<file path="src/rtl/pie_consts.svh">
// Register offsets, reset values and field positions for the peripheral interrupt enable block
`ifndef PIE_CONSTS_SVH
`define PIE_CONSTS_SVH
`define EN_REG_A_ADDR 8'h00
`define EN_REG_B_ADDR 8'h04
`define CTRL_REG_ADDR 8'h08
`define FLAG_REG_ADDR 8'h0C
`define PEND_REG_ADDR 8'h10
`define EN_RESET 8'h00
`define CTRL_RESET 8'h00
`define GATE_BIT 6
`define NUM_SOURCES 14
`define REG_WIDTH 8
`define HTRANS_NONSEQ 2'h2
`define HTRANS_SEQ 2'h3
`endif

</file>
<file path="src/rtl/pie_pkg.sv">
// Types shared by the peripheral interrupt enable block
package pie_pkg;
	typedef logic [7:0] byte_reg_t;
	typedef enum logic [1:0] {
		ACC_IDLE = 2'b00,
		ACC_WRITE = 2'b01,
		ACC_READ = 2'b10
	} acc_state_t;
endpackage

</file>
<file path="src/rtl/enable_reg.sv">
// One 8-bit software writable enable register with implemented-bit mask
`timescale 1ns/100ps
`include "pie_consts.svh"
module enable_reg
	import pie_pkg::*;
#(
	parameter logic [7:0] IMPL_MASK = 8'hFF
) (
	input wire logic clk_sys_i,
	input wire logic reset_n_i,
	input wire logic ce_i,
	input wire logic wr_i,
	input wire logic [7:0] wdata_i,
	output logic [7:0] q_o
);
	byte_reg_t val_r;
	byte_reg_t val_nxt;

	// Only implemented positions store; the rest stay zero
	assign val_nxt = wdata_i & IMPL_MASK;

	// Clear at reset, load on write
	always_ff @(posedge clk_sys_i or negedge reset_n_i) begin
		if (!reset_n_i) begin
			val_r <= `EN_RESET;
		end else if (ce_i && wr_i) begin
			val_r <= val_nxt;
		end
	end

	assign q_o = val_r;
endmodule

</file>
<file path="src/rtl/periph_irq_enable.sv">
// Peripheral interrupt enable registers, global gate and AHB-Lite slave
//
// Register access over AHB-Lite and the placing of the registers are this design's own decisions.
`timescale 1ns/100ps
`include "pie_consts.svh"
module periph_irq_enable
	import pie_pkg::*;
#(
	parameter int POS_TIMER_ONE = 0,
	parameter int POS_TIMER_TWO = 1,
	parameter int POS_CAPCMP_A = 2,
	parameter int POS_SYNC_SERIAL = 3,
	parameter int POS_ASYNC_TX = 4,
	parameter int POS_ASYNC_RX = 5,
	parameter int POS_ADC = 6,
	parameter int POS_PARALLEL = 7,
	parameter int POS_CAPCMP_B = 8,
	parameter int POS_SLOPE_TRIP = 9,
	parameter int POS_SLOPE_OVF = 10,
	parameter int POS_EEPROM = 11,
	parameter int POS_LCD = 12,
	parameter int POS_COMPARATOR = 13
) (
	input wire logic clk_sys_i,
	input wire logic reset_n_i,
	input wire logic ce_i,
	input wire logic hsel_i,
	input wire logic [7:0] haddr_i,
	input wire logic [1:0] htrans_i,
	input wire logic hwrite_i,
	input wire logic [2:0] hsize_i,
	input wire logic [31:0] hwdata_i,
	input wire logic hready_i,
	output logic [31:0] hrdata_o,
	output logic hreadyout_o,
	output logic hresp_o,
	input wire logic [13:0] periph_flags_i,
	output logic core_irq_o
);
	// Source order: timer one, timer two, capcmp a, sync serial, async tx, async rx,
	// adc, parallel, capcmp b, slope trip, slope ovf, eeprom, lcd, comparator
	localparam int NSRC = `NUM_SOURCES;
	localparam int POS [NSRC] = '{POS_TIMER_ONE, POS_TIMER_TWO, POS_CAPCMP_A, POS_SYNC_SERIAL,
		POS_ASYNC_TX, POS_ASYNC_RX, POS_ADC, POS_PARALLEL, POS_CAPCMP_B, POS_SLOPE_TRIP,
		POS_SLOPE_OVF, POS_EEPROM, POS_LCD, POS_COMPARATOR};

	// Implemented-bit masks built from the placement parameters
	function automatic logic [15:0] impl_mask();
		logic [15:0] m;
		m = 16'h0000;
		for (int i = 0; i < NSRC; i++) begin
			m[POS[i]] = 1'b1;
		end
		return m;
	endfunction
	localparam logic [15:0] MASK = impl_mask();
	// Only the global gate position exists in the control register
	localparam logic [7:0] GATE_MASK = 8'h01 << `GATE_BIT;

	////////////////////////////////////////////////////////////////////////////
	// AHB-Lite address phase capture
	acc_state_t acc_r;
	acc_state_t acc_nxt;
	logic [7:0] addr_r;
	wire logic take_w;
	assign take_w = hsel_i && hready_i && (htrans_i == `HTRANS_NONSEQ || htrans_i == `HTRANS_SEQ);

	// Next access kind from the address phase
	always_comb begin
		case ({take_w, hwrite_i})
			2'b11: acc_nxt = ACC_WRITE;
			2'b10: acc_nxt = ACC_READ;
			default: acc_nxt = ACC_IDLE;
		endcase
	end

	// Register the address phase
	always_ff @(posedge clk_sys_i or negedge reset_n_i) begin
		if (!reset_n_i) begin
			acc_r <= ACC_IDLE;
			addr_r <= 8'h00;
		end else if (ce_i && hready_i) begin
			acc_r <= acc_nxt;
			addr_r <= haddr_i;
		end
	end

	// Zero wait states, always OKAY
	assign hreadyout_o = 1'b1;
	assign hresp_o = 1'b0;

	////////////////////////////////////////////////////////////////////////////
	// Enable registers and control register
	wire logic wr_a_w;
	wire logic wr_b_w;
	wire logic wr_ctrl_w;
	wire logic [7:0] en_a_w;
	wire logic [7:0] en_b_w;
	logic [7:0] ctrl_r;
	assign wr_a_w = (acc_r == ACC_WRITE) && (addr_r == `EN_REG_A_ADDR);
	assign wr_b_w = (acc_r == ACC_WRITE) && (addr_r == `EN_REG_B_ADDR);
	assign wr_ctrl_w = (acc_r == ACC_WRITE) && (addr_r == `CTRL_REG_ADDR);

	// Two 8-bit enable registers hold all sources
	enable_reg #(.IMPL_MASK(MASK[7:0])) u_en_a (
		.clk_sys_i(clk_sys_i),
		.reset_n_i(reset_n_i),
		.ce_i(ce_i),
		.wr_i(wr_a_w),
		.wdata_i(hwdata_i[7:0]),
		.q_o(en_a_w)
	);
	enable_reg #(.IMPL_MASK(MASK[15:8])) u_en_b (
		.clk_sys_i(clk_sys_i),
		.reset_n_i(reset_n_i),
		.ce_i(ce_i),
		.wr_i(wr_b_w),
		.wdata_i(hwdata_i[7:0]),
		.q_o(en_b_w)
	);

	// Only the gate bit is implemented in the control register
	always_ff @(posedge clk_sys_i or negedge reset_n_i) begin
		if (!reset_n_i) begin
			ctrl_r <= `CTRL_RESET;
		end else if (ce_i && wr_ctrl_w) begin
			ctrl_r <= hwdata_i[7:0] & (8'h01 << `GATE_BIT);
		end
	end

	////////////////////////////////////////////////////////////////////////////
	// Enable mapping and request logic
	wire logic [15:0] en_all_w;
	wire logic gate_w;
	logic [NSRC-1:0] src_en_w;
	wire logic [NSRC-1:0] pend_w;
	wire logic irq_nxt;
	logic irq_r;
	assign en_all_w = {en_b_w, en_a_w};
	assign gate_w = ctrl_r[`GATE_BIT];

	// Pick each source's enable from its configured position
	always_comb begin
		for (int i = 0; i < NSRC; i++) begin
			src_en_w[i] = en_all_w[POS[i]];
		end
	end

	assign pend_w = periph_flags_i & src_en_w;
	assign irq_nxt = gate_w && (|pend_w);

	// Registered request to the core
	always_ff @(posedge clk_sys_i or negedge reset_n_i) begin
		if (!reset_n_i) begin
			irq_r <= 1'b0;
		end else if (ce_i) begin
			irq_r <= irq_nxt;
		end
	end
	assign core_irq_o = irq_r;

	////////////////////////////////////////////////////////////////////////////
	// Read data, loaded into flops at the end of the address phase
	// A write landing on that same edge is forwarded, so a pipelined read sees it
	wire logic rd_take_w;
	wire logic [7:0] en_a_fwd_w;
	wire logic [7:0] en_b_fwd_w;
	wire logic [7:0] ctrl_fwd_w;
	wire logic [7:0] rd_w;
	wire logic [31:0] rdata_nxt;
	logic [31:0] hrdata_r;
	assign rd_take_w = take_w && !hwrite_i;
	assign en_a_fwd_w = wr_a_w ? (hwdata_i[7:0] & MASK[7:0]) : en_a_w;
	assign en_b_fwd_w = wr_b_w ? (hwdata_i[7:0] & MASK[15:8]) : en_b_w;
	assign ctrl_fwd_w = wr_ctrl_w ? (hwdata_i[7:0] & GATE_MASK) : ctrl_r;
	// Status words are live levels and are not forwarded
	assign rd_w = (haddr_i == `EN_REG_A_ADDR) ? en_a_fwd_w :
		(haddr_i == `EN_REG_B_ADDR) ? en_b_fwd_w :
		(haddr_i == `CTRL_REG_ADDR) ? ctrl_fwd_w :
		(haddr_i == `FLAG_REG_ADDR) ? periph_flags_i[7:0] :
		(haddr_i == `PEND_REG_ADDR) ? {2'b00, pend_w[13:8]} : 8'h00;
	assign rdata_nxt = rd_take_w ? {24'h000000, rd_w} : 32'h00000000;

	// Zero outside the data phase of a read
	always_ff @(posedge clk_sys_i or negedge reset_n_i) begin
		if (!reset_n_i) begin
			hrdata_r <= 32'h00000000;
		end else if (ce_i && hready_i) begin
			hrdata_r <= rdata_nxt;
		end
	end
	assign hrdata_o = hrdata_r;

	////////////////////////////////////////////////////////////////////////////
	// Checks
	a_gate_blocks: assert property (@(posedge clk_sys_i) disable iff (!reset_n_i)
		ce_i && !gate_w |=> !core_irq_o) else $error("request passed closed gate");
	a_irq_cause: assert property (@(posedge clk_sys_i) disable iff (!reset_n_i)
		ce_i && gate_w && (|(periph_flags_i & src_en_w)) |=> core_irq_o) else $error("request missed");
	a_irq_needs_en: assert property (@(posedge clk_sys_i) disable iff (!reset_n_i)
		ce_i && (src_en_w == '0) |=> !core_irq_o) else $error("request without enable");
	a_write_a_sticks: assert property (@(posedge clk_sys_i) disable iff (!reset_n_i)
		ce_i && wr_a_w |=> en_a_w == ($past(hwdata_i[7:0]) & MASK[7:0])) else $error("enable a write lost");
	a_write_b_sticks: assert property (@(posedge clk_sys_i) disable iff (!reset_n_i)
		ce_i && wr_b_w |=> en_b_w == ($past(hwdata_i[7:0]) & MASK[15:8])) else $error("enable b write lost");
	a_unimpl_zero: assert property (@(posedge clk_sys_i) disable iff (!reset_n_i)
		(en_all_w & ~MASK) == 16'h0000 && (ctrl_r & ~GATE_MASK) == 8'h00)
		else $error("unimplemented bit set");
	a_en_hold: assert property (@(posedge clk_sys_i) disable iff (!reset_n_i)
		!wr_a_w && !wr_b_w |=> $stable(en_all_w)) else $error("enable changed without write");
	a_map_pos: assert property (@(posedge clk_sys_i) disable iff (!reset_n_i)
		src_en_w[0] == en_all_w[POS_TIMER_ONE] && src_en_w[13] == en_all_w[POS_COMPARATOR])
		else $error("enable placement wrong");
	a_two_regs: assert property (@(posedge clk_sys_i) disable iff (!reset_n_i)
		wr_a_w |=> $stable(en_b_w)) else $error("write to enable a changed enable b");
	a_ce_freeze: assert property (@(posedge clk_sys_i) disable iff (!reset_n_i)
		!ce_i |=> $stable(en_all_w) && $stable(ctrl_r) && $stable(core_irq_o) && $stable(hrdata_o))
		else $error("state moved while clock enable low");
	a_read_idle: assert property (@(posedge clk_sys_i) disable iff (!reset_n_i)
		ce_i && hready_i && !rd_take_w |=> hrdata_o == 32'h00000000) else $error("read data outside read phase");
	a_read_en_a: assert property (@(posedge clk_sys_i) disable iff (!reset_n_i)
		ce_i && rd_take_w && !wr_a_w && haddr_i == `EN_REG_A_ADDR |=> hrdata_o == {24'h000000, $past(en_a_w)})
		else $error("enable a read wrong");
	c_irq_raise: cover property (@(posedge clk_sys_i) disable iff (!reset_n_i) $rose(core_irq_o));
	c_freeze_access: cover property (@(posedge clk_sys_i) disable iff (!reset_n_i) !ce_i && take_w);
	c_gate_write: cover property (@(posedge clk_sys_i) disable iff (!reset_n_i) wr_ctrl_w);
	c_read_a: cover property (@(posedge clk_sys_i) disable iff (!reset_n_i) acc_r == ACC_READ && addr_r == 8'h00);
endmodule

</file>
<file path="config.mk">
export PLATFORM = sky130hd
export DESIGN_NAME = periph_irq_enable
export DESIGN_NICKNAME = d
export VERILOG_FILES = /design/src/rtl/pie_pkg.sv /design/src/rtl/enable_reg.sv /design/src/rtl/periph_irq_enable.sv
export VERILOG_INCLUDE_DIRS = /design/src /design/src/rtl
export SDC_FILE = /design/constraint.sdc
export NUM_CORES = 1
export LEC_CHECK = 0
export BUFFER_PORTS_ARGS = -buffer_cell sky130_fd_sc_hd__clkbuf_2
export CORE_ASPECT_RATIO = 0.7
export CORE_MARGIN = 2
export CORE_UTILIZATION = 40
export DETAILED_ROUTE_END_ITERATION = 7
export PLACE_DENSITY = 0.71
export REMOVE_ABC_BUFFERS = 1
export SLEW_MARGIN = 10
export SYNTH_ARGS = -nofsm -noshare
export SYNTH_HDL_FRONTEND = slang
export SYNTH_SLANG_ARGS = --single-unit
</file>
<file path="constraint.sdc">
create_clock -name clk_sys_i -period 5 [get_ports clk_sys_i]
set_clock_uncertainty 0.05 [all_clocks]
set_input_delay 0.5 -clock clk_sys_i [delete_from_list [all_inputs] [get_ports clk_sys_i]]
set_output_delay 0.5 -clock clk_sys_i [all_outputs]
set_load 0.005 [all_outputs]
</file>
* Word-level counts from Yosys, hierarchy flattened
Cells that the tools add are included.
** Operators by class
- Equality and inequality tests :: 11
- Mux-type cells :: 10
- Bitwise operators :: 1
- Reductions and logical operators :: 16
** Operators by type and width (number)
- 8-bit 2-to-1 mux :: 6
- 8-bit by 4-bit equality test with 1-bit output, second input constant :: 3
- 8-bit by 3-bit equality test with 1-bit output, second input constant :: 2
- 8-bit logical NOT :: 2
- 14-bit bitwise AND :: 1
- 14-bit OR reduction :: 1
- 6-bit 2-to-1 mux :: 2
- 1-bit logical AND :: 11
- 2-bit equality test, second input constant :: 4
- 8-bit by 5-bit equality test with 1-bit output, second input constant :: 1
- 7-bit 2-to-1 mux :: 1
- 2-bit one-hot mux with 2 select lines :: 1
- 2-bit by 1-bit equality test with 1-bit output, second input constant :: 1
- 1-bit logical NOT :: 1
- 1-bit logical OR :: 1
** Storage, ports and cells
- Register bits after elaboration :: 58
- Input bits :: 65
- Output and inout bits :: 35
- Word-level logic and storage cells :: 45

* Logic depth before layout (Yosys ltp)
- Word-level depth :: 7
- Depth in mapped cells :: 7
- Gate-level depth less buffers :: 5

* Cells and area by module
Synthesis repeated with hierarchy kept, for this count alone.
** Unflattened totals
- Cell total of the unflattened synthesis :: 202
- Area total of the unflattened synthesis :: 2143.3 µm²
** Modules (own cells, without submodules)
- periph_irq_enable :: instances 1, cells each 169, area an instance 1576.5 µm², seq. area each 500.5 µm²
- enable_reg (u_en_a) :: instances 1, cells each 17, area an instance 296.5 µm², seq. area each 200.2 µm²
- enable_reg (u_en_b) :: instances 1, cells each 16, area an instance 270.3 µm², seq. area each 150.1 µm²

* Worst setup path after synthesis
No wires, ideal clock.
- Kind :: input-to-reg
- Start point :: input haddr_i[0]
- End point :: register hrdata_r[6], in the netlist hrdata_o[6]
- Library setup time :: 0.064 ns
- Arrival time :: 2.209 ns
- Data required time :: 4.886 ns
- Path slack :: 2.676 ns
- Stages on the path :: 6
- Path buffers :: 1
- Cells stage by stage :: or4_1 or4_1 clkbuf_2 or3_1 o21ai_0 or2_1
** Between the ends
- Longest elaborated chain between the ends :: 6
- Elaborated cells on any way between the ends :: 9
- Those cells by class :: eq/ne (3); mux (5); reduce/logical (1)
** Ends and longest elaborated chain
- start: declaration :: line periph_irq_enable.sv:28 : input wire logic [7:0] haddr_i,
- 8-bit by 4-bit equality test with 1-bit output (no source line)
- 8-bit 2-to-1 mux :: line periph_irq_enable.sv:180 : (haddr_i == `FLAG_REG_ADDR) ? periph_flags_i[7:0] :
- 8-bit 2-to-1 mux :: line periph_irq_enable.sv:179 : (haddr_i == `CTRL_REG_ADDR) ? ctrl_fwd_w :
- 8-bit 2-to-1 mux :: line periph_irq_enable.sv:178 : (haddr_i == `EN_REG_B_ADDR) ? en_b_fwd_w :
- 8-bit 2-to-1 mux * :: line periph_irq_enable.sv:177 : assign rd_w = (haddr_i == `EN_REG_A_ADDR) ? en_a_fwd_w :
- 8-bit 2-to-1 mux * :: line periph_irq_enable.sv:182 : assign rdata_nxt = rd_take_w ? {24'h000000, rd_w} : 32'h00000000;
- end signal: assignment :: line periph_irq_enable.sv:189 : hrdata_r <= rdata_nxt;
- end: declaration :: line periph_irq_enable.sv:171 : logic [31:0] hrdata_r;
Mark *: on every way between the ends. The rest lies on a longest branch, timed or not.
A chain may end at the register's enable or synchronous reset.

* Worst setup path after layout
- Start point :: register acc_r[1]
- End point :: register u_en_a.val_r[2], in the netlist u_en_a.q_o[2]
** Between the ends
- Longest elaborated chain between the ends :: 3
** Ends and longest elaborated chain
- start: declaration :: line periph_irq_enable.sv:62 : acc_state_t acc_r;
- start signal: assignment :: line periph_irq_enable.sv:83 : acc_r <= acc_nxt;
- 2-bit by 1-bit equality test with 1-bit output :: line periph_irq_enable.sv:100 : assign wr_a_w = (acc_r == ACC_WRITE) && (addr_r == `EN_REG_A_ADDR);
- 1-bit logical AND :: line periph_irq_enable.sv:100
- 1-bit logical AND :: line enable_reg.sv:26 : end else if (ce_i && wr_i) begin
- end signal: assignment :: line enable_reg.sv:25 : val_r <= `EN_RESET;
- end signal: assignment :: line enable_reg.sv:27 : val_r <= val_nxt;
- end: declaration :: line enable_reg.sv:16 : byte_reg_t val_r;
Every way passes these cells.

==> impl_metrics.py <==
metrics = {
    "worst_setup_path": {
        "cpMaxStageDelayCell": "nor3_2",
        "arrival_ns": 2.94,
        "cp_max_fo": 10,
        "startpoint_type": "register",
        "endpoint_kind": "register",
        "crit_buf_inv": 0,
        "cp.required_ns": 5.13,
        "slowest_delay_ns": 0.65,
        "path_class": "register to register",
        "crit_family": "simple AND/OR/NAND/NOR gates",
        "crit_path_cell_trace": "or4b_1 > nor3_2 > and3_1 > mux2_2",
    },
    "floorplan": {
        "start_util": 0.4263,
        "die_area_um2": 5811,
        "die_w_um": 90.26,
        "num_rows": 21,
        "fp.coreArea_um2": 4887,
        "io-pin-count": 100,
        "fp.dieH_um": 64.38,
    },
    "logic_synthesis": {
        "ys_ff_latch": 34,
        "synth.top_cell.area_share": 0.4084,
        "yosysWarnings": 0,
        "syn_avg_cell_area_um2": 10.16,
        "synth_edf_count": 0,
        "synth-async-reset-ratio": 1.000,
        "synthFlopType": "dfrtp_1",
        "synth_common_cells": "dfrtp_1, buf_4, mux2_2",
        "synth.most_common_cell": "dfrtp_1",
        "yosysTopAreaCell": "dfrtp_1",
        "syn_inst": 205,
        "seq_area_frac_synth": 0.4084,
        "synth_area_leaders": "dfrtp_1, mux2_2, buf_4, a32o_1, o21ai_0",
        "synth.distinct_cells": 43,
        "syn_area_um2": 2083,
    },
    "clocking": {
        "cts-resized-gates": 0,
        "clk_pin_slew_ns": 0.07,
        "cts_hold_buf": 0,
        "cts_htree_levels": 2,
        "clock_path_buffers": 2,
        "cts_buffers": 5,
        "cts_tree": "done",
        "root_buffer": "clkbuf_8",
        "insertion_delay_ns": 0.29,
        "cts_setup_buffers": 0,
        "cts.sinks": 34,
    },
    "placement": {
        "gp_congestion": 0.8306,
        "io_buffers": 45,
        "hpwlAfterDp_mm": 3.849,
        "dp_cells": 304,
    },
    "drt": {
        "drtPass1Iterations": 4,
        "wl_per_cell_um": 16.18,
        "ant_nets": 0,
        "routed-via-count": 1740,
        "first_iter_violations": 140,
        "route.detailed.drc": 0,
        "routed_wl_mm": 5.048,
        "viasPerCell": 5.577,
    },
    "global_route": {
        "grt_pass1_wl_mm": 8.259,
        "grt_remaining_overflow": 0,
        "antenna_found_initial": 0,
        "gr-usage-all-layers": 0.1831,
        "grt_pass1_vias": 1571,
        "grt_max_degree": 35,
    },
    "sta": {
        "period_share": 0.5619,
        "max_slew_margin": 0.4097,
        "period_minus_slack_ns": 2.809,
        "totalNegativeSetupSlack_ns": 0,
        "tightest_slew_ns": 0.8834,
        "hold_violations": 0,
        "rsz0062_at_grt": "false",
        "setup_viol": 0,
        "whs_ns": 0.2564,
        "max_freq_ghz": 0.3559,
        "maxSlewViolCount": 0,
    },
    "pwr": {
        "power_density_nw_per_um2": 269.9,
        "vdd_drop_max_mv": 0.1277,
        "p_leak_nw": 1.082,
        "finalPower_mw": 0.6335,
    },
    "layout": {
        "num-fill-cells": 484,
        "area_growth_pct": 12.67,
        "fin_nets": 307,
        "antenna_cells": 0,
        "final-instance-count-excl-fill": 312,
        "drive_above_1_share": 0.3128,
    },
    "worst_hold_path": {
        "hold_class": "input port to async pin",
    },
    "run": {
        "maxCapViolations": 0,
    },
    "outcome": {
        "status": "finished clean",
    },
}
-- layout make-up --
cell class | count | area, um^2 | share of cell area
Tap cell | 69 | 86.33 | 0.03678
Multi-Input combinational cell | 151 | 1052 | 0.4483
Clock inverter | 3 | 45.04 | 0.01919
Inverter | 5 | 18.77 | 0.007996
Clock buffer | 5 | 68.82 | 0.02932
Sequential cell | 34 | 850.8 | 0.3625
Timing Repair Buffer | 45 | 225.2 | 0.09595
-- metrics by stage --
stage | setup slack, ns | utilization | area (um^2)
after detailed placement | 2.232 | 0.4570 | 2233
after CTS | 2.223 | 0.4803 | 2347
after global placement | 2.249 | 0.4570 | 2233
after global routing | 2.107 | 0.4803 | 2347
final | 2.191 | 0.4803 | 2347
after floorplan | 2.679 | - | 1922
-- layer usage --
layer,part of all wire,wire length [um],GRT usage,up-vias
met5,0,0,0,-
met4,0.020,100,0.06154,0
met3,0.11,551,0.04009,11
met2,0.41,2068,0.2472,98
met1,0.46,2326,0.2841,833
li1,-,-,-,798
-- logic make-up after synthesis --
family / Yosys count / share of synthesized area
AND/OR/NAND/NOR: 51 / 0.1453
AO/OA/AOI/OAI: 48 / 0.1766
buffers and inverters: 44 / 0.1297
flip-flops: 34 / 0.4084
multiplexers: 25 / 0.1321
other: 2 / 0.003605
XOR/XNOR: 1 / 0.004205
-- cell usage in the layout (no fill, tap or decap), drive strengths merged, types with 4 or more instances in the layout --
cell type / instances
nand2: 11
mux2i: 5
nor3b: 4
a32o: 8
nor3: 4
clkbuf: 50
dfrtp: 34
a22oi: 6
a311oi: 4
or4: 4
nor2: 6
a221oi: 4
o31ai: 4
conb: 26
inv: 5
o21ai: 11
mux2: 20
-- worst register-to-register path: stages, from the launching register on --
cell and delay (ns):
dfrtp_1 0.38, or4b_1 0.64, nor3_2 0.65, and3_1 0.58
mux2_2 0.40
-- where the power goes --
part	internal [mW]	leakage, nW	total, mW	switching [mW]
Clock	0.148	0.0504	0.255	0.107
Sequential	0.289	0.452	0.301	0.0115
Combinational	0.0313	0.580	0.0775	0.0462
-- flip-flops by register name (all words and copies together), names as in the netlist --
signal and cells:
u_en_a.q_o 8, ctrl_r 1, u_en_b.q_o 6, core_irq_o 1, hrdata_o 8, acc_r 2, addr_r 8
-- final timing paths --
kind                       startpoint            end  slack, ns  cells after the start
min in group clk_sys_i     haddr_i[5]      addr_r[5]       0.40                      2
max reg2reg                  acc_r[1]  u_en_a.q_o[2]       2.19                      4
min reg2reg                  acc_r[1]       acc_r[1]       0.44                      2
max                          acc_r[1]  u_en_a.q_o[2]       2.19                      4
max in group asynchronous   reset_n_i  u_en_b.q_o[2]       4.09                      1
min                         reset_n_i  u_en_a.q_o[6]       0.26                      1
Power figures use the tool's default switching activity.
